**src/core/bpm_cfg.svh**
```systemverilog
// Purpose: constants for the battery power mode controller
// Assumes: one 100 MHz clock, I/O RAM reached through a byte-wide port
// Notes: offsets are I/O RAM addresses
// Functional notes
// brownout keeps emulation port, serial, memory bus, display and clock running.
// entering brownout leaves pll speed exactly as in mission mode.
// firmware lowers power via fast-pll bit 4 or divider bits 2:0.
// from brownout firmware may command display-only or sleep mode.
// power-good returning in brownout goes to mission mode automatically.
// firmware should slow pll, max divider, disable analog, halt cpu.
// setting display-only command bit 6 enters display-only mode.
// display-only command from mission mode is brief, then wakes immediately.
// firmware should clear fast-pll select before commanding display-only.
// display-only keeps pll on only when voltage mode equals binary 10.
// display-only keeps driving segment data; cpu stays disabled.
// display-only blinks up to two segment pins without cpu.
// leaving display-only restarts cpu at zero and resets config bits.
// non-volatile bits survive display-only mode and return.
// compute engine, filter and converter run only in mission mode.
// nv ram, temp sensor, wake timer, oscillator and rtc always on.
// power-good clearing forces brownout; cpu keeps running across it.
// wake timer, button, segment edge or serial activity returns to brownout.
// current mode is readable by firmware.
`ifndef BPM_CFG_SVH
`define BPM_CFG_SVH
`define BPM_ADDR_CLKGEN 16'h2200
`define BPM_ADDR_MODECTL 16'h28B2
`define BPM_ADDR_LCDCFG 16'h2401
`define BPM_ADDR_MODESTAT 16'h28B3
`define BPM_BIT_FAST 4
`define BPM_BIT_LCDONLY 6
`define BPM_BIT_SLEEP 7
`define BPM_CLKGEN_RST 8'h14
`define BPM_VMODE_BOOST 2'h2
`define BPM_BLINK_MAX 24'hFFFFFF
`define BPM_BRIEF_CYC 4'hF
`define BPM_VMODE_MSB 7
`define BPM_VMODE_LSB 6
`define BPM_DIV_MSB 2
`define BPM_BLINK_BIT 23
`define BPM_SYNC_RST 3'h7
`define BPM_PG_RST 1'b1
`endif

```
**src/core/bpm_pkg.sv**
```systemverilog
package bpm_pkg;
  typedef enum logic [1:0] {BPM_MSN_MODE, BPM_BRN_MODE, BPM_LCD_MODE, BPM_SLP_MODE} bpm_mode_t;
endpackage

```
**src/core/bpm_ctrl.sv**
```systemverilog
// Purpose: operating mode sequencer for mission, brownout, display-only and sleep
// Assumes: I/O RAM byte port, power-good and wake pins pass a three-stage synchroniser
// Notes: mode status byte reads mode in bits 1:0
`timescale 1ns/10ps
`default_nettype none
`include "bpm_cfg.svh"
module bpm_ctrl
(
  input wire logic SYS_CLK,
  input wire logic SYS_RST,
  input wire logic [15:0] IORAM_ADDR,
  input wire logic IORAM_WR,
  input wire logic [7:0] IORAM_WDATA,
  output logic [7:0] IORAM_RDATA,
  input wire logic SYSTEM_POWER_GOOD,
  input wire logic WAKE_TIMER,
  input wire logic PUSHBUTTON,
  input wire logic SEG_WAKE,
  input wire logic SERIAL_RX,
  input wire logic [1:0] BLINK_EN,
  input wire logic SEG_DATA_A,
  input wire logic SEG_DATA_B,
  output logic BLINK_SEGMENT_PIN_A,
  output logic BLINK_SEGMENT_PIN_B,
  output logic PLL_ENABLE,
  output logic PLL_FAST_SEL,
  output logic [2:0] CPU_CLOCK_DIVIDER,
  output logic CPU_RUN,
  output logic CPU_RESTART,
  output logic DIGITAL_PERIPH_ON,
  output logic METERING_ON,
  output logic ALWAYS_ON
);
  typedef struct packed {
    bpm_pkg::bpm_mode_t mode;
    logic [7:0] clkgen;
    logic [1:0] cmd;
    logic [1:0] vmode;
    logic [2:0] s_pg;
    logic [2:0] s_wk;
    logic pg;
    logic wk;
    logic [3:0] brief;
    logic [23:0] blink;
    logic restart;
    logic [7:0] rdata;
  } bpm_state_t;
  bpm_state_t st;
  bpm_state_t next_st;
  logic wake_raw;
  assign wake_raw = WAKE_TIMER | PUSHBUTTON | SEG_WAKE | SERIAL_RX;
  always_comb
  begin
    next_st = st;
    next_st.s_pg = {st.s_pg[1:0], SYSTEM_POWER_GOOD};
    next_st.s_wk = {st.s_wk[1:0], wake_raw};
    if (st.s_pg[2] == st.s_pg[1])
    begin
      next_st.pg = st.s_pg[2];
    end
    if (st.s_wk[2] == st.s_wk[1])
    begin
      next_st.wk = st.s_wk[2];
    end
    next_st.restart = 1'b0;
    next_st.blink = st.blink + 24'h1;
    if (st.blink == `BPM_BLINK_MAX)
    begin
      next_st.blink = '0;
    end
    if (IORAM_WR)
    begin
      case (IORAM_ADDR)
        `BPM_ADDR_CLKGEN: next_st.clkgen = IORAM_WDATA;
        `BPM_ADDR_MODECTL: next_st.cmd = {IORAM_WDATA[`BPM_BIT_SLEEP], IORAM_WDATA[`BPM_BIT_LCDONLY]};
        `BPM_ADDR_LCDCFG: next_st.vmode = IORAM_WDATA[`BPM_VMODE_MSB:`BPM_VMODE_LSB];
        default: next_st.cmd = st.cmd;
      endcase
    end
    case (IORAM_ADDR)
      `BPM_ADDR_CLKGEN: next_st.rdata = st.clkgen;
      `BPM_ADDR_MODECTL: next_st.rdata = {st.cmd, 6'h0};
      `BPM_ADDR_LCDCFG: next_st.rdata = {st.vmode, 6'h0};
      `BPM_ADDR_MODESTAT: next_st.rdata = {6'h0, st.mode};
      default: next_st.rdata = 8'h00;
    endcase
    case (st.mode)
      bpm_pkg::BPM_MSN_MODE:
      begin
        if (!st.pg)
        begin
          next_st.mode = bpm_pkg::BPM_BRN_MODE;
        end
        else if (st.cmd != 2'h0)
        begin
          next_st.mode = st.cmd[1] ? bpm_pkg::BPM_SLP_MODE : bpm_pkg::BPM_LCD_MODE;
          next_st.brief = '0;
        end
      end
      bpm_pkg::BPM_BRN_MODE:
      begin
        if (st.pg)
        begin
          next_st.mode = bpm_pkg::BPM_MSN_MODE;
        end
        else if (st.cmd[1])
        begin
          next_st.mode = bpm_pkg::BPM_SLP_MODE;
        end
        else if (st.cmd[0])
        begin
          next_st.mode = bpm_pkg::BPM_LCD_MODE;
        end
      end
      default:
      begin
        next_st.brief = st.brief + 4'h1;
        if (st.pg && st.brief == `BPM_BRIEF_CYC)
        begin
          next_st.mode = bpm_pkg::BPM_MSN_MODE;
        end
        else if (st.wk && !st.pg)
        begin
          next_st.mode = bpm_pkg::BPM_BRN_MODE;
        end
        if (next_st.mode != st.mode)
        begin
          next_st.restart = 1'b1;
          next_st.cmd = 2'h0;
          next_st.clkgen = `BPM_CLKGEN_RST; // vmode kept as nv
        end
      end
    endcase
  end
  always_ff @(posedge SYS_CLK or posedge SYS_RST)
  begin
    if (SYS_RST)
    begin
      st <= '{mode: bpm_pkg::BPM_MSN_MODE, clkgen: `BPM_CLKGEN_RST, s_pg: `BPM_SYNC_RST,
        pg: `BPM_PG_RST, default: '0};
    end
    else
    begin
      st <= next_st;
    end
  end
  logic dispm;
  assign dispm = (st.mode == bpm_pkg::BPM_LCD_MODE);
  assign IORAM_RDATA = st.rdata;
  assign PLL_ENABLE = (st.mode == bpm_pkg::BPM_MSN_MODE) || (st.mode == bpm_pkg::BPM_BRN_MODE)
    || (dispm && st.vmode == `BPM_VMODE_BOOST);
  assign PLL_FAST_SEL = st.clkgen[`BPM_BIT_FAST];
  assign CPU_CLOCK_DIVIDER = st.clkgen[`BPM_DIV_MSB:0];
  assign CPU_RUN = (st.mode == bpm_pkg::BPM_MSN_MODE) || (st.mode == bpm_pkg::BPM_BRN_MODE);
  assign CPU_RESTART = st.restart;
  assign DIGITAL_PERIPH_ON = CPU_RUN;
  assign METERING_ON = (st.mode == bpm_pkg::BPM_MSN_MODE);
  assign ALWAYS_ON = 1'b1;
  assign BLINK_SEGMENT_PIN_A = SEG_DATA_A & ~(dispm & BLINK_EN[0] & st.blink[`BPM_BLINK_BIT]);
  assign BLINK_SEGMENT_PIN_B = SEG_DATA_B & ~(dispm & BLINK_EN[1] & st.blink[`BPM_BLINK_BIT]);
endmodule
`default_nettype wire

```
**config.mk**
```make
export PLATFORM = sky130hd
export DESIGN_NAME = bpm_ctrl
export DESIGN_NICKNAME = d
export VERILOG_FILES = /design/src/core/bpm_pkg.sv /design/src/core/bpm_ctrl.sv
export VERILOG_INCLUDE_DIRS = /design/src /design/src/core
export SDC_FILE = /design/constraint.sdc
export NUM_CORES = 1
export LEC_CHECK = 0
export ABC_CLOCK_PERIOD_IN_PS = 1700
export BUFFER_PORTS_ARGS = -buffer_cell sky130_fd_sc_hd__buf_2
export CORE_ASPECT_RATIO = 2
export CORE_MARGIN = 2
export CORE_UTILIZATION = 30
export CTS_BUF_LIST = sky130_fd_sc_hd__clkbuf_8
export CTS_CLUSTER_DIAMETER = 30
export DETAILED_ROUTE_END_ITERATION = 8
export PLACE_DENSITY = 0.55
export SLEW_MARGIN = 25
export SYNTH_ARGS = -nofsm -noshare
export SYNTH_HDL_FRONTEND = slang
export SYNTH_SLANG_ARGS = --single-unit
```
**constraint.sdc**
```tcl
create_clock -name SYS_CLK -period 1.7 [get_ports SYS_CLK]
set_input_delay 0.17 -clock SYS_CLK [delete_from_list [all_inputs] [get_ports SYS_CLK]]
set_output_delay 0.17 -clock SYS_CLK [all_outputs]
set_load 0.01 [all_outputs]
```
### After elaboration in Yosys (flattened, before gate mapping)

Index checks and enable logic that the tools add are counted.

* eq/ne operators: 16
* multiplexer cells: 23
* add/sub/neg operators: 2
* bitwise gates (word level): 12
* reduce and logical (&&, ||, !) cells: 12

Operators with widths (count)
* $eq 16x14->1 const B: 4
* $pmux 8 s4: 1
* $add 24x1->24 const B: 1
* $eq 24x24->1 const B: 1
* $mux 24: 1
* $mux 10: 2
* $mux 2: 10
* $mux 12: 1
* $mux 4: 2
* $mux 8: 1
* $pmux 4 s2: 1
* $and 1x1->1: 6
* $add 4x1->4 const B: 1
* $eq 2x2->1 const B: 2
* $eq 4x4->1 const B: 1
* $ne 2x1->1 const B: 2
* $ne 4x4->1 const B: 1
* $pmux 2 s2: 1
* $reduce_and 2->1: 2
* $logic_and 1x1->1: 3
* $mux 1: 3
* $ne 3x2->1 const B: 1
* $not 1->1: 3
* $or 1x1->1: 3
* other kinds (9): 11

* logic and storage cells: 77
* input bits: 36
* output and inout port bits: 20
* register bits: 59

### Longest topological paths before layout

Gate-level depths: netlist of the first run.

* word-level depth: 8
* gate-level depth with buffers: 7
* mapped depth without buffers: 6

### Least setup slack after synthesis of the first run

No wires, ideal clock.

* path type: reg2reg
* start: register st[9] (netlist bit)
* end: register st[16] (netlist bit)
* stages on the path, launching flop included: 8
* setup slack: -0.067 ns
* path buffers: 1
* data arrival time: 1.648 ns
* setup time: 0.119 ns
* data required time: 1.581 ns
* cells stage by stage: dfrtp_1 > ha_1 > nand4_2 > nor4_4 > nand3_2 > nor3_2 > buf_6 > nor2_2

RTL lines
* start, declared: RTL line bpm_ctrl.sv:48 `bpm_state_t st;`
* start signal, assigned: RTL line bpm_ctrl.sv:139 `` st <= '{mode: bpm_pkg::BPM_MSN_MODE, clkgen: `BPM_CLKGEN_RST, s_pg: `BPM_SYNC_RST, ``
* start signal, assigned: RTL line bpm_ctrl.sv:144 `st <= next_st;`

==> results.txt, run 1 <==
Cell Count, Final, Fillers Out: 439
Number of port buffers: 54
CP required: 1.91 ns
Share of post-route cells with drive strength above 1: 41.79%
Lkg Pwr: 1.737 nW
Syn Area/Cell: 11.00 µm²
Fin util: 38.70%
Most instantiated library cell after synthesis: dfrtp_1
Fillers: 932
Die Area: 10300 µm²
R2R depth: 6
Async SR Flop Fraction: 100.0%
Initial antenna violation count: 0
Type of origin of the critical path: flip-flop
Post-synth EDFFs: 0
Sink Count: 59
Placed cell count: 417
Fmax: 0.5991 GHz
Worst R2R Start: st[9]
Hold Vio Cnt, Final: 0
RSZ-0062 raised after global routing: yes
Multi-input gate area: 1215 µm²
Top-Level Pins: 56
Vias per std cell: 4.895
Outcome: finished clean
Vias in the first global route: 2221
Post-synthesis sequential area ratio: 52.27%
Root Buffer: clkbuf_8
FF-to-FF setup slack: 0.03 ns
VDD IR max: 0.4671 mV
Drt pass-1 iters: 4
Arrival time worst endpoint: 1.88 ns
Area Overhead vs Synth: 26.22%
Global-route wire length before repair: 10.63 mm
Max clock buf depth: 2
Mapped Area: 2839 µm²
Final Skew: 0.01539 ns
Worst Min Path Start: IORAM_WDATA[2]
Register cell area after layout: 1489 µm²
Hold WC Path Type: primary input to flip-flop
Routed wire length: 6.607 mm
Final setup fails: 0
Routed length per instance: 15.05 µm
Max stage delay on crit path: 0.37 ns
Crit-path cells: ha_2, nand4_4, nor4_2, buf_4, o2111a_1, o32ai_2
Initial Utilization: 30.66%
RePlAce Congestion: 0.7887
Detailed-route via count: 2149
Mapped Cells: 258
DRC Markers: 0
Ys flop type: dfrtp_1
PD cells: 968.7 nW/µm²
Total CTS buffers: 9
Post-synth top cells: dfrtp_1, nand2_1, nand3_1
Worst-path maximum fanout: 5
Synthesis-stage register bit count: 59
CORE AREA: 9259 µm²
Die H: 141.6 µm
Synthesized Nets: 296
Largest cells by area after synthesis: dfrtp_1, dfstp_2, xnor2_1, buf_4, nand2_1
Die width: 72.79 µm
Distinct cells, synth: 57
ANT cells: 0
Clock transition at path regs: 0.08 ns
CP max stage cell: dfrtp_1
CTS tree: yes
Detail Placement HPWL: 5.052 mm
RR Endpoint: st[32]
PnR Total Power: 3.471 mW
Ratio of final minimum period to clock period: 98.19%
FP Rows: 50
Largest area contributor in the synthesized netlist: dfrtp_1
H-tree depth: 3
GRT Total Usage: 13.92%
Total Nets Final: 368
Max Cap Violations: 0
GR Overflow Total: 0
Synth top area share: 46.72%
Worst-skew pair later-pin latency: 0.35 ns
Hold path endpoint: CPU_CLOCK_DIVIDER[2]
Max Slew Vio Count: 0
Hold Path Depth: 3
Antenna viol nets, final: 0
DR iter-0 viols: 69
Largest net degree at the start of global routing: 44
CP Capture Type: flip-flop
WS Path Type: flip-flop to flip-flop
Ys Warns: 0
Min Clock Period, post-route: 1.669 ns
## sequential cells by signal (all words and copies together) (netlist names)
name               count
CPU_CLOCK_DIVIDER      3
CPU_RESTART            1
IORAM_RDATA            8
PLL_FAST_SEL           1
next_st                4
st                    42
## routing by layer
layer  share of wire [%]  GRT usage (%)  wire (µm)  vias up
met5                   0              0          0        -
met4                 2.6          7.310        171        0
met3                 4.1          3.267        274       14
met2                  58          25.50       3815       70
met1                  36          14.01       2346     1044
li1                    -              -          -     1021
## cells in the final DEF, fill, tap and decap left out, types with 9 or more instances in the layout
cell,count
clkbuf_8,11
nor2_2,12
inv_1,9
dfrtp_1,49
nor2_1,10
buf_4,20
xor2_1,9
nand2_1,23
xnor2_1,14
buf_2,54
o21ai_0,9
nand3_1,17
## worst max path at each step
| stage | startpoint | to | cells past startpoint |
|---|---|---|---|
| 6_report | st[9] | st[32] | 6 |
| 5_1_grt | st[9] | st[32] | 6 |
| 4_1_cts | st[10] | st[32] | 6 |
| 3_5_place_dp | st[10] | st[32] | 6 |
| 3_3_place_gp | IORAM_ADDR[6] | st[45] | 6 |
| 2_1_floorplan | st[9] | st[23] | 5 |
## worst max-delay path: cells and delay by family (launching register included)
family | cells | cell delay [ns]
compound gates | 2 | 0.29
fa+ha+maj | 1 | 0.22
buf+inv | 1 | 0.17
flops | 1 | 0.37
simple gates | 2 | 0.49
## kinds of logic (layout without fill, tap and decap cells)
group / count (synthesis) / after routing / share of synthesized area (%)
simple gates: 110 / 110 / 24.02
flops: 59 / 59 / 52.27
buf+inv: 29 / 106 / 6.126
compound gates: 28 / 28 / 7.008
xor+xnor: 23 / 23 / 7.096
fa+ha+maj: 4 / 4 / 1.586
mux: 4 / 4 / 1.763
other cells: 1 / 1 / 0.1321
## report_power, final
part | total [mW] | switching [mW] | internal (mW)
sequential | 1.63 | 0.129 | 1.50
clock | 1.34 | 0.578 | 0.761
combinational | 0.500 | 0.280 | 0.220
## repair_timing
action	in CTS	in global routing
buffers inserted	0	2
hold buffers	4	0
endpoints found under the hold margin	12	0
resized for setup	2	10
setup endpoints to repair	4	20
pin swaps	0	1
## cell type report
| type | instances | share of cell area, % |
|---|---|---|
| Clock inverter | 5 | 1.676 |
| Timing Repair Buffer | 80 | 13.97 |
| Multi-Input combinational cell | 170 | 33.90 |
| Tap cell | 104 | 3.631 |
| Clock buffer | 11 | 4.225 |
| Sequential cell | 59 | 41.55 |
| Inverter | 10 | 1.047 |
## per-stage QoR
step                      worst slack (ns)  instance area, µm²   TNS, ns  hold WS [ns]
after floorplan                    0.06065                2839         0        0.1745
after global placement           -0.005954                3278  -0.01109        0.1675
after detailed placement          -0.06371                3278   -0.1128        0.1729
after CTS                         -0.02365                3537  -0.03521       0.05358
after global routing              -0.07319                3583   -0.4319       0.07242
final                              0.03070                3583         0       0.07111
(Power assumes the default switching activity.)
==> inputs of run 2 (changes only) <==
HOLD_SLACK_MARGIN = 0.12   (was default)
==> run 2 against run 1 <==
First-iteration DRC count is 13% lower. Final area is 2.2% higher. Register-to-register slack hardly changed. Power is 0.44% higher. Sequential share of layout area is 0.91 points lower. Fmax hardly changed. Count of clock-buffer cells in the layout stayed put. Routed wire length is 0.95% higher. Highest routed layer unchanged. Die area stayed put. Clock power hardly changed.
==> results.txt, run 2 (synthesis results as in run 1) <==
Final setup fails: 0
WS Path Type: flip-flop to flip-flop
RSZ-0062 raised after global routing: yes
Ratio of final minimum period to clock period: 98.21%
Leading cell type in the layout, fill and taps excluded: buf_2
Routed wire length: 6.670 mm
Largest register FFs: 42
Largest Register: st
Largest net degree at the start of global routing: 44
Detail Placement HPWL: 5.052 mm
Net Sw Frac: 28.41%
GRT Total Usage: 14.11%
Fin worst setup slack: 0.03040 ns
Dpl ws: -0.06371 ns
Sink Count: 59
Hold path endpoint: CPU_CLOCK_DIVIDER[2]
Worst-path maximum fanout: 5
Share of power burned in registers: 46.8%
Final Skew: 0.01539 ns
Comb power frac: 14.7%
Fmax: 0.5989 GHz
Bufs and invs on worst path: 1
PD cells: 951.7 nW/µm²
Number of port buffers: 54
Largest delay share family, worst path: simple AND/OR/NAND/NOR gates
Max clock buf depth: 2
Antenna viol nets, final: 0
PnR Total Power: 3.487 mW
Register cell area after layout: 1489 µm²
Total CTS buffers: 9
CTS tree: yes
Max stage delay on crit path: 0.37 ns
Clock network power share: 38.5%
RePlAce Congestion: 0.7887
Crit path launch: st[9]
Type of origin of the critical path: flip-flop
H-tree depth: 3
DR iter-0 viols: 60
Drt pass-1 iters: 4
CORE AREA: 9259 µm²
Worst R2R Start: st[9]
Fin util: 39.57%
CP max stage cell: dfrtp_1
Multi-input gate area: 1215 µm²
Share of post-route cells with drive strength above 1: 40.82%
Hold Path Depth: 3
Area Overhead vs Synth: 29.04%
Hold Vio Cnt, Final: 0
FP Rows: 50
Max Slew Vio Count: 0
Vias in the first global route: 2279
RR Endpoint: st[32]
Clock transition at path regs: 0.08 ns
Root Buffer: clkbuf_8
Lkg Pwr: 1.770 nW
Arrival time worst endpoint: 1.88 ns
Global-route wire length before repair: 10.78 mm
Crit-path cells: ha_2, nand4_4, nor4_2, buf_4, o2111a_1, o32ai_2
VDD IR max: 0.4765 mV
R2R depth: 6
Worst Min Path Start: IORAM_WR
Die Area: 10300 µm²
Min Clock Period, post-route: 1.670 ns
Worst-skew pair later-pin latency: 0.35 ns
Vias per std cell: 4.872
Outcome: finished clean
CP required: 1.91 ns
Initial Utilization: 30.66%
Switch Pwr: 990.6 µW
Hold WC Path Type: primary input to flip-flop
Routed length per instance: 14.92 µm
GR Overflow Total: 0
Most frequent cells in the layout: buf_2, dfrtp_1, nand2_1
Max Cap Violations: 0
Initial antenna violation count: 0
Top-Level Pins: 56
ANT cells: 0
Total Nets Final: 376
Fillers: 924
DRC Markers: 0
CP Capture Type: flip-flop
Die width: 72.79 µm
Pint: 2.496 mW
FF-to-FF setup slack: 0.03 ns
Die H: 141.6 µm
Detailed-route via count: 2178
==> run 2: metrics by stage <==
stage               hold slack [ns]  setup TNS, ns  cells  area (µm²)
floorplan                    0.1745              0    258        2839
global placement             0.1675       -0.01109    417        3278
detailed placement           0.1729        -0.1128    417        3278
CTS                          0.1522       -0.03521    445        3617
global route                 0.1808        -0.4319    447        3664
finish                       0.1681              0    447        3664
==> run 2: worst register-to-register path: stages, from the launching register on <==
cell and delay (ns):
dfrtp_1 0.37, ha_2 0.22, nand4_4 0.15, nor4_2 0.34
buf_4 0.17, o2111a_1 0.21, o32ai_2 0.08
==> run 2: layout make-up <==
type / instances / share of cell area [%]
Sequential cell: 59 / 40.64
Multi-Input combinational cell: 170 / 33.16
Timing Repair Buffer: 88 / 15.85
Clock buffer: 11 / 4.133
Tap cell: 104 / 3.552
Clock inverter: 5 / 1.639
Inverter: 10 / 1.025
==> run 2: repair_timing <==
item | in CTS | in global routing
pin swaps | 0 | 1
setup buffers | 0 | 2
cloned | 0 | 0
hold endpoints to repair | 30 | 0
hold buffers | 12 | 0
gates resized for setup | 2 | 10
endpoints found under the setup margin | 4 | 20
==> run 2: per-layer routing <==
metal,up-vias,global-route usage (%),wire (µm)
li1,1037,-,-
met5,-,0,0
met1,1057,13.78,2350
met3,14,3.196,266
met2,70,26.41,3888
met4,0,7.310,164
==> run 2: power groups by stage <==
stage / combinational (mW) / sequential (mW) / clock, mW
2_1_floorplan: 0.353 / 1.58 / 0
3_5_place_dp: 0.502 / 1.66 / 0
6_report: 0.514 / 1.63 / 1.34
5_1_grt: 0.585 / 1.65 / 1.45
4_1_cts: 0.525 / 1.63 / 1.38
3_3_place_gp: 0.491 / 1.66 / 0
==> run 2: how the worst max path moves through the flow <==
stage                     endpoint  slack (ns)  cells past startpoint
after floorplan             st[23]        0.06                      5
after global placement      st[45]      -0.006                      6
after detailed placement    st[32]       -0.06                      6
after CTS                   st[32]       -0.02                      6
after global routing        st[32]       -0.07                      6
final                       st[32]        0.03                      6
